### src/core/psd_pkg.sv
package psd_pkg;
  // Register byte offsets on the APB side
  localparam logic [7:0] PSD_CMD_OFF = 8'h00;
  localparam logic [7:0] PSD_CARRY_OFF = 8'h04;
  localparam logic [7:0] PSD_SUM_OFF = 8'h08;
  localparam logic [7:0] PSD_ACT_OFF = 8'h0C;
  localparam logic [7:0] PSD_BCAST_OFF = 8'h10;
  localparam logic [7:0] PSD_MODIF_OFF = 8'h14;
  localparam logic [7:0] PSD_ITER_OFF = 8'h18;
  localparam logic [7:0] PSD_BLOCK_OFF = 8'h1C;
  localparam logic [7:0] PSD_STAT_OFF = 8'h20;
  localparam logic [7:0] PSD_SSEL_OFF = 8'h24;
  localparam logic [7:0] PSD_SDATA_OFF = 8'h28;
  // Command word field positions
  localparam int PSD_OP_LSB = 0;
  localparam int PSD_INV_BIT = 5;
  localparam int PSD_STEP_LSB = 6;
  localparam int PSD_ADDR_LSB = 8;
  localparam int PSD_DIR_LSB = 16;
  localparam int PSD_GEOM_LSB = 19;
  localparam int PSD_CNT_LSB = 21;
  // Modifier word field positions
  localparam int PSD_MADDR_LSB = 0;
  localparam int PSD_MINT_LSB = 8;
  // Status bit and block limit fields
  localparam int PSD_ERR_BIT = 0;
  localparam int PSD_LO_LSB = 0;
  localparam int PSD_HI_LSB = 8;
  // Values after reset
  localparam logic [7:0] PSD_LO_RST = 8'h00;
  localparam logic [7:0] PSD_HI_RST = 8'hFF;
  // Operations on the sum plane
  typedef enum logic [4:0] {
    PSD_OP_NULL = 5'h00,
    PSD_OP_CQA = 5'h01,
    PSD_OP_CQR = 5'h02,
    PSD_OP_CQRO = 5'h03,
    PSD_OP_CQS = 5'h04,
    PSD_OP_CQT = 5'h05,
    PSD_OP_CR = 5'h06,
    PSD_OP_CRO = 5'h07,
    PSD_OP_CS = 5'h08,
    PSD_OP_QA = 5'h09,
    PSD_OP_SUM_ROW = 5'h0A,
    PSD_OP_SUM_COL = 5'h0B,
    PSD_OP_QS = 5'h0C,
    PSD_OP_SHIFT = 5'h0D,
    PSD_OP_INV = 5'h0E,
    PSD_OP_COPYR = 5'h0F,
    PSD_OP_COPYC = 5'h10
  } psd_op_type;
  // Loop stepping of the store address
  typedef enum logic [1:0] {
    PSD_STEP_NONE = 2'h0,
    PSD_STEP_INC = 2'h1,
    PSD_STEP_DEC = 2'h2
  } psd_step_type;
  // Shift directions: compass then four raster codes
  typedef enum logic [2:0] {
    PSD_DIR_N = 3'h0,
    PSD_DIR_E = 3'h1,
    PSD_DIR_S = 3'h2,
    PSD_DIR_W = 3'h3,
    PSD_DIR_R0 = 3'h4,
    PSD_DIR_R1 = 3'h5,
    PSD_DIR_R2 = 3'h6,
    PSD_DIR_R3 = 3'h7
  } psd_dir_type;
  // Shift geometry
  typedef enum logic [1:0] {
    PSD_GEOM_P = 2'h0,
    PSD_GEOM_C = 2'h1,
    PSD_GEOM_PC = 2'h2,
    PSD_GEOM_CP = 2'h3
  } psd_geom_type;
endpackage

### src/core/psd_plane_sum_datapath.sv
// Our own choices: the APB interface to the registers and the register addresses.
`timescale 1ns/1ps
module psd_plane_sum_datapath import psd_pkg::*; #(
  parameter int EDGE_SIZE = 4,
  parameter int NPLANE = 16
) (
  input wire logic pclk,
  input wire logic presetn,
  input wire logic psel,
  input wire logic penable,
  input wire logic pwrite,
  input wire logic [7:0] paddr,
  input wire logic [31:0] pwdata,
  output logic [31:0] prdata,
  output logic pready,
  output logic pslverr,
  output logic run_error
);
  localparam int PW = EDGE_SIZE * EDGE_SIZE; // Bits in one plane
  localparam int SW = $clog2(NPLANE); // Store index width

  logic [PW-1:0] c_r; // Carry plane
  logic [PW-1:0] q_r; // Sum plane
  logic [PW-1:0] a_r; // Activity plane
  logic [EDGE_SIZE-1:0] bcast_r; // Broadcast register value
  logic [15:0] modif_r; // Address and count modifier
  logic [7:0] iter_r; // Loop iteration number
  logic [15:0] block_r; // Program block store limits
  logic err_r; // Sticky run-time error
  logic [SW-1:0] ssel_r; // Store plane for bus access
  logic [PW-1:0] store_r [NPLANE]; // Store planes
  logic pready_r; // Access phase answer
  logic pslverr_r; // Unmapped address answer
  logic [31:0] prdata_r; // Registered read data
  logic [PW-1:0] q_nxt; // Sum plane after the operation
  logic err_hit; // Store address refused

  // Bus strobes
  logic acc; // Access phase, before answer
  logic wr; // Write takes effect at this edge
  logic exec; // Command write launches operation
  logic mapped; // Address decodes to a register
  assign acc = psel & penable & ~pready_r;
  assign wr = psel & penable & pready_r & pwrite;
  assign exec = wr & (paddr == PSD_CMD_OFF);

  // Command fields, live while the command write stands
  psd_op_type op;
  logic inv;
  psd_step_type step;
  logic [7:0] afield;
  psd_dir_type dir;
  psd_geom_type geom;
  logic [4:0] cnt;
  assign op = psd_op_type'(pwdata[PSD_OP_LSB +: 5]);
  assign inv = pwdata[PSD_INV_BIT];
  assign step = psd_step_type'(pwdata[PSD_STEP_LSB +: 2]);
  assign afield = pwdata[PSD_ADDR_LSB +: 8];
  assign dir = psd_dir_type'(pwdata[PSD_DIR_LSB +: 3]);
  assign geom = psd_geom_type'(pwdata[PSD_GEOM_LSB +: 2]);
  assign cnt = pwdata[PSD_CNT_LSB +: 5];

  // Broadcast planes, one bit per element
  logic [PW-1:0] row_pl; // Every row holds the value
  logic [PW-1:0] col_pl; // Every column holds the value
  logic [PW-1:0] inv_pl; // Inversion mask
  assign inv_pl = {PW{inv}};
  generate
    for (genvar i = 0; i < PW; i++) begin : g_bc
      // Bit c of the value lands in column c of each row
      assign row_pl[i] = bcast_r[i % EDGE_SIZE];
      // Bit r of the value lands in row r of each column
      assign col_pl[i] = bcast_r[i / EDGE_SIZE];
    end
  endgenerate

  // Effective store address: field plus modifier, stepped by loop
  logic [9:0] ea; // Ten bits so an underflow shows in bit 9
  always_comb begin
    ea = {2'b00, afield} + {2'b00, modif_r[PSD_MADDR_LSB +: 8]};
    if (step == PSD_STEP_INC) begin
      ea = ea + {2'b00, iter_r};
    end else if (step == PSD_STEP_DEC) begin
      ea = ea - {2'b00, iter_r};
    end
  end

  // Address check against block limits and the store size
  logic bad_addr;
  assign bad_addr = ea[9] | (ea[7:0] < block_r[PSD_LO_LSB +: 8]) |
                    (ea[7:0] > block_r[PSD_HI_LSB +: 8]) | ea[8] |
                    (ea[7:0] > 8'(NPLANE - 1));
  logic [PW-1:0] s_pl; // Addressed store plane, inversion applied
  assign s_pl = store_r[ea[SW-1:0]] ^ inv_pl;

  // Effective count: field plus modifier int field, modulo edge size
  logic [8:0] kraw;
  logic [4:0] k;
  assign kraw = {4'h0, cnt} + {1'b0, modif_r[PSD_MINT_LSB +: 8]};
  assign k = 5'(kraw % 9'(EDGE_SIZE));

  // Shift whole plane; vacated places fill with zero unless cyclic
  function automatic logic [PW-1:0] shift_plane(
    input logic [PW-1:0] p,
    input psd_dir_type d,
    input psd_geom_type g,
    input int n
  );
    logic [PW-1:0] res;
    int sr;
    int sc;
    int si;
    logic ns_cyc;
    logic ew_cyc;
    res = '0;
    ns_cyc = (g == PSD_GEOM_C) | (g == PSD_GEOM_CP);
    ew_cyc = (g == PSD_GEOM_C) | (g == PSD_GEOM_PC);
    for (int r = 0; r < EDGE_SIZE; r++) begin
      for (int c = 0; c < EDGE_SIZE; c++) begin
        sr = r;
        sc = c;
        si = r * EDGE_SIZE + c;
        case (d)
          PSD_DIR_N: sr = r + n;
          PSD_DIR_S: sr = r - n;
          PSD_DIR_E: sc = c - n;
          PSD_DIR_W: sc = c + n;
          PSD_DIR_R0, PSD_DIR_R1: si = si + n;
          default: si = si - n;
        endcase
        if (d[2]) begin
          // Raster codes treat the plane as one long vector
          if (d[0]) begin
            res[r * EDGE_SIZE + c] = p[((si % PW) + PW) % PW];
          end else if (si >= 0 && si < PW) begin
            res[r * EDGE_SIZE + c] = p[si];
          end
        end else begin
          if (ns_cyc) begin
            sr = ((sr % EDGE_SIZE) + EDGE_SIZE) % EDGE_SIZE;
          end
          if (ew_cyc) begin
            sc = ((sc % EDGE_SIZE) + EDGE_SIZE) % EDGE_SIZE;
          end
          if (sr >= 0 && sr < EDGE_SIZE && sc >= 0 && sc < EDGE_SIZE) begin
            res[r * EDGE_SIZE + c] = p[sr * EDGE_SIZE + sc];
          end
        end
      end
    end
    return res;
  endfunction

  // Next sum plane; whole plane computed from old values at once
  always_comb begin
    q_nxt = q_r;
    err_hit = 1'b0;
    case (op)
      PSD_OP_CQA: q_nxt = c_r ^ q_r ^ a_r ^ inv_pl;
      PSD_OP_CQR: q_nxt = c_r ^ q_r ^ row_pl ^ inv_pl;
      PSD_OP_CQRO: q_nxt = c_r ^ q_r ^ col_pl ^ inv_pl;
      PSD_OP_CQT: q_nxt = ~(c_r ^ q_r);
      PSD_OP_CR: q_nxt = c_r ^ row_pl ^ inv_pl;
      PSD_OP_CRO: q_nxt = c_r ^ col_pl ^ inv_pl;
      PSD_OP_QA: q_nxt = q_r ^ a_r ^ inv_pl;
      PSD_OP_SUM_ROW: q_nxt = q_r ^ row_pl ^ inv_pl;
      PSD_OP_SUM_COL: q_nxt = q_r ^ col_pl ^ inv_pl;
      PSD_OP_CQS, PSD_OP_CS, PSD_OP_QS: begin
        // Refused address leaves the sum plane as it was
        if (bad_addr) begin
          err_hit = 1'b1;
        end else if (op == PSD_OP_CQS) begin
          q_nxt = c_r ^ q_r ^ s_pl;
        end else if (op == PSD_OP_CS) begin
          q_nxt = c_r ^ s_pl;
        end else begin
          q_nxt = q_r ^ s_pl;
        end
      end
      PSD_OP_SHIFT: begin
        // Zero count is a no-op
        if (k != 5'h00) begin
          q_nxt = shift_plane(q_r, dir, geom, int'(k));
        end
      end
      PSD_OP_INV: q_nxt = ~q_r;
      PSD_OP_COPYR: q_nxt = row_pl ^ inv_pl;
      PSD_OP_COPYC: q_nxt = col_pl ^ inv_pl;
      default: q_nxt = q_r;
    endcase
  end

  // Sum plane: one edge updates every element together
  always_ff @(posedge pclk or negedge presetn) begin
    if (!presetn) begin
      q_r <= '0;
    end else if (exec) begin
      q_r <= q_nxt;
    end else if (wr && paddr == PSD_SUM_OFF) begin
      q_r <= pwdata[PW-1:0];
    end
  end

  // Carry plane: only software writes it, operations never do
  always_ff @(posedge pclk or negedge presetn) begin
    if (!presetn) begin
      c_r <= '0;
    end else if (wr && paddr == PSD_CARRY_OFF) begin
      c_r <= pwdata[PW-1:0];
    end
  end

  // Operand registers written by the controller
  always_ff @(posedge pclk or negedge presetn) begin
    if (!presetn) begin
      a_r <= '0;
      bcast_r <= '0;
      modif_r <= '0;
      iter_r <= '0;
      block_r <= {PSD_HI_RST, PSD_LO_RST};
      ssel_r <= '0;
    end else if (wr) begin
      if (paddr == PSD_ACT_OFF) begin
        a_r <= pwdata[PW-1:0];
      end else if (paddr == PSD_BCAST_OFF) begin
        // Selected register value, zero-extended by the controller
        bcast_r <= pwdata[EDGE_SIZE-1:0];
      end else if (paddr == PSD_MODIF_OFF) begin
        modif_r <= pwdata[15:0];
      end else if (paddr == PSD_ITER_OFF) begin
        iter_r <= pwdata[7:0];
      end else if (paddr == PSD_BLOCK_OFF) begin
        block_r <= pwdata[15:0];
      end else if (paddr == PSD_SSEL_OFF) begin
        ssel_r <= pwdata[SW-1:0];
      end
    end
  end

  // Store planes: loaded by software through the select window
  always_ff @(posedge pclk) begin
    if (wr && paddr == PSD_SDATA_OFF) begin
      store_r[ssel_r] <= pwdata[PW-1:0];
    end
  end

  // Sticky error; a new error wins over a clear in the same edge
  always_ff @(posedge pclk or negedge presetn) begin
    if (!presetn) begin
      err_r <= 1'b0;
    end else if (exec && err_hit) begin
      err_r <= 1'b1;
    end else if (wr && paddr == PSD_STAT_OFF && pwdata[PSD_ERR_BIT]) begin
      err_r <= 1'b0;
    end
  end

  // Address decode
  always_comb begin
    if (paddr == PSD_CMD_OFF || paddr == PSD_CARRY_OFF) begin
      mapped = 1'b1;
    end else if (paddr == PSD_SUM_OFF || paddr == PSD_ACT_OFF) begin
      mapped = 1'b1;
    end else if (paddr == PSD_BCAST_OFF || paddr == PSD_MODIF_OFF) begin
      mapped = 1'b1;
    end else if (paddr == PSD_ITER_OFF || paddr == PSD_BLOCK_OFF) begin
      mapped = 1'b1;
    end else if (paddr == PSD_STAT_OFF || paddr == PSD_SSEL_OFF) begin
      mapped = 1'b1;
    end else begin
      mapped = (paddr == PSD_SDATA_OFF);
    end
  end

  // One wait state: answer in the second access cycle
  always_ff @(posedge pclk or negedge presetn) begin
    if (!presetn) begin
      pready_r <= 1'b0;
      pslverr_r <= 1'b0;
    end else begin
      pready_r <= acc;
      pslverr_r <= acc & ~mapped;
    end
  end

  // Read data captured with the answer; command reads as zero
  always_ff @(posedge pclk or negedge presetn) begin
    if (!presetn) begin
      prdata_r <= '0;
    end else if (acc && !pwrite) begin
      if (paddr == PSD_CARRY_OFF) begin
        prdata_r <= 32'(c_r);
      end else if (paddr == PSD_SUM_OFF) begin
        prdata_r <= 32'(q_r);
      end else if (paddr == PSD_ACT_OFF) begin
        prdata_r <= 32'(a_r);
      end else if (paddr == PSD_BCAST_OFF) begin
        prdata_r <= 32'(bcast_r);
      end else if (paddr == PSD_MODIF_OFF) begin
        prdata_r <= 32'(modif_r);
      end else if (paddr == PSD_ITER_OFF) begin
        prdata_r <= 32'(iter_r);
      end else if (paddr == PSD_BLOCK_OFF) begin
        prdata_r <= 32'(block_r);
      end else if (paddr == PSD_STAT_OFF) begin
        prdata_r <= 32'(err_r);
      end else if (paddr == PSD_SSEL_OFF) begin
        prdata_r <= 32'(ssel_r);
      end else if (paddr == PSD_SDATA_OFF) begin
        prdata_r <= 32'(store_r[ssel_r]);
      end else begin
        prdata_r <= '0;
      end
    end
  end

  assign prdata = prdata_r;
  assign pready = pready_r;
  assign pslverr = pslverr_r;
  assign run_error = err_r;
endmodule // psd_plane_sum_datapath

### config.mk
export PLATFORM = sky130hd
export DESIGN_NAME = psd_plane_sum_datapath
export DESIGN_NICKNAME = d
export VERILOG_FILES = /design/src/core/psd_pkg.sv /design/src/core/psd_plane_sum_datapath.sv
export SDC_FILE = /design/constraint.sdc
export NUM_CORES = 1
export LEC_CHECK = 0
export BUFFER_PORTS_ARGS = -buffer_cell sky130_fd_sc_hd__clkbuf_2
export CAP_MARGIN = 20
export CORE_MARGIN = 5
export CORE_UTILIZATION = 45
export CTS_CLUSTER_SIZE = 30
export DETAILED_ROUTE_END_ITERATION = 16
export GPL_TIMING_DRIVEN = 0
export HOLD_SLACK_MARGIN = 0.03
export PLACE_DENSITY = 0.6
export SETUP_SLACK_MARGIN = 0.15
export SKIP_LAST_GASP = 1
export SYNTH_ARGS = -nofsm -noshare
export SYNTH_HDL_FRONTEND = slang
export SYNTH_SLANG_ARGS = --single-unit
### constraint.sdc
create_clock -name pclk -period 11.6 [get_ports pclk]
set_input_delay 1.16 -clock pclk [delete_from_list [all_inputs] [get_ports pclk]]
set_output_delay 1.16 -clock pclk [all_outputs]
set_load 0.005 [all_outputs]
==> qor.txt <==
Share of cells above drive strength 1 -> 0.1994
Worst r2r dst -> q_r[10]
WL per Instance -> 32.47 um
Initial antenna violation count -> 3
Commonest non-fill, non-tap cell in the layout -> edfxtp_1
Final-stage net count -> 2522
Gr usage total -> 0.3343
DRC -> 0
Unique masters post-synth -> 100
Largest cells by area after synthesis -> edfxtp_1 30%, mux4_2 13%, dfrtp_1 11%, mux2i_1 3.9%, mux2_2 3.7%
Wire length of the first global-routing pass -> 149400 um
RR Startpoint -> modif_r[0]
Hold Path Class -> primary input to asynchronous set/reset pin
Synth warn -> 0
Final Max Slew Viols -> 0
Fin crit share -> 0.6631
Routed vias/inst -> 6.813
Count of final setup violators -> 0
Clock sinks -> 371
Pin count of the biggest net entering global routing -> 110
Total congestion overflow -> 0
Least-Margin Pin Slew -> 1303 ps
Syn_area_per_cell -> 11.14 um2
Rel. slew slack -> 0.1247
Rows -> 87
Max-Cap Viols -> 0
Status -> completed
Crit-path leading delay family -> buffers and inverters
Worst setup EP type -> flop
Worst skew pair latency -> 590 ps
CP max-delay cell -> buf_1
Max incr delay on CP -> 710 ps
Fin crit period -> 7692 ps
Number of synthesized flops with an enable pin -> 256
Worst EP arrival -> 8150 ps
Core Box Area -> 56170 um2
Critical path data required time -> 12060 ps
Buffers and inverters on the worst path -> 6
Total power per unit cell area -> 115.7 nW/um2
Chip Height -> 247.5 um
Reg2Reg Depth -> 21
Initial core utilization -> 0.4520
Worst vdd ir -> 0.0001301 V
Area fraction of the dominant cell type after synthesis -> 0.3028
Post-route ant nets -> 0
Vias in the first global route -> 21080
Ys async rst share -> 0.3100
RSZ-0062 raised after global routing -> false
Setup CP Type -> primary input to flop
DIE WIDTH -> 247.5 um
Ports -> 80
Root Buffer Master -> clkbuf_16
GPL Wtd Cong -> 1.018
Hold_buf cts -> 0
Vias -> 21880
Seq/Total Area, Yosys -> 0.4166
Drt first pass iters -> 6
Area Growth Syn to Fin -> 12.56%
Clk slew on worst S/H paths -> 60 ps
Total die area -> 61270 um2
Mapped Area -> 25390 um2
#FFs+latches synth -> 371
Htree depth -> 2
CP Max Fanout -> 20
Setup bufs post-CTS -> 0
Leakage Power -> 10.15 nW
Syn Inst Count -> 2279
Post-CTS sizing -> 0
Setup TNS Final -> 0 ps
Post-synth top area cell -> edfxtp_1
Worst Skew -> 22.47 ps
Initial drt markers -> 2915
Final Hold Vio Count -> 0
Most frequent cells in the layout -> 256 x edfxtp_1, 174 x nand2_1, 149 x mux4_2, 148 x nor2_1, 145 x clkbuf_1
Hpwl dp -> 77460 um
CTS buffer count -> 42
Total Wirelength -> 104300 um
Fmax -> 0.1300 GHz
FF-to-FF setup slack -> 4730 ps
Clk buf depth -> 3
Final design utilization -> 0.5088
Port Buffers -> 53
Worst Setup Start Kind -> primary input
CTS tree -> built
CP cell instances -> clkbuf_2, inv_1, fa_1, xor2_1, inv_1, ha_1, buf_2, nor2_1, a2111o_1, o31ai_1, a211o_1, buf_2, buf_1, ha_1, o21a_1, o21bai_1, a21oi_1, a2111o_1, or4_4, nand2_2, mux2_2
Main synth FF type -> edfxtp_1
==> synthesized netlist by cell type, drive strengths merged (22+ instances only) <==
master,number
mux2,83
edfxtp,256
mux2i,100
inv,63
o22ai,30
mux4,149
nand3,49
a211oi,33
xnor2,70
nor2b,24
nor3,37
nor2,160
o21ai,96
o221ai,22
dfrtp,107
xor2,26
nand2,175
clkbuf,135
and3,33
nand2b,31
a221oi,24
ha,53
buf,74
a21oi,111
==> cell type report <==
type / count / area (um2)
antenna: 4 / 10.01
buffer: 209 / 928.4
clock buffer: 58 / 1184
clock inverter: 17 / 200.2
fill: 5113 / 27590
inverter: 67 / 251.5
multi-input combinational: 1647 / 13750
sequential: 371 / 10580
tap: 756 / 945.9
timing repair buffer: 83 / 726.9
==> metrics by stage <==
stage	instance area, um2	setup slack [ps]	hold slack, ps	power, mW	instances
finish	28580	3908	394.8	3.307	3212
detailed placement	27110	3359	492.4	1.963	3129
floorplan	25440	5410	449.8	1.777	2294
CTS	28490	3951	376.0	3.302	3204
global placement	26650	3383	469.9	1.956	3103
global route	28570	3671	388.5	3.399	3209
==> logic make-up after synthesis <==
logic type                 after synthesis  share of synthesized area
AOI/OAI and AO/OA                      538                     0.1482
xor gates and xnor gates                97                    0.03411
adders and majority gates               56                    0.02849
buffers and inverters                  276                    0.04648
DFF                                    371                     0.4166
muxes                                  332                     0.2084
other                                    1                  0.0001477
and+or+nand+nor                        608                     0.1176
==> worst max path at each step <==
stage                         end  slack (ps)  cells after the start        from
after floorplan           q_r[10]        5410                     22   pwdata[8]
after global placement     q_r[7]        3380                     20  pwdata[11]
after detailed placement  q_r[10]        3360                     21   pwdata[9]
after CTS                  q_r[4]        3950                     21   pwdata[9]
after global routing       q_r[4]        3670                     21   pwdata[9]
final                     q_r[10]        3910                     21   pwdata[9]
==> worst reg2reg max path: cells and delay by family (launching register included) <==
family	cells	cell delay, ps
simple gates	3	960
mux	1	400
buf+inv	5	1550
xor+xnor	1	510
flops	1	420
compound gates	7	1610
fa+ha+maj	4	1290
==> routing by layer <==
metal	track usage	part of all wire
met5	0	0
met4	0.1474	0.053
met3	0.07991	0.11
met2	0.5015	0.43
met1	0.4651	0.40
==> power breakdown <==
part | internal (mW) | switching, mW
registers | 1.43 | 0.00864
logic | 0.187 | 0.325
clock network | 0.786 | 0.570
==> state kept, by name (all words and copies together) (netlist names), 4 cells and up <==
name,count
store_r,256
c_r,16
ssel_r,4
modif_r,16
block_r,16
a_r,16
iter_r,8
q_r,16
prdata,16
bcast_r,4
Note: power is estimated with default switching activity, not from simulation.
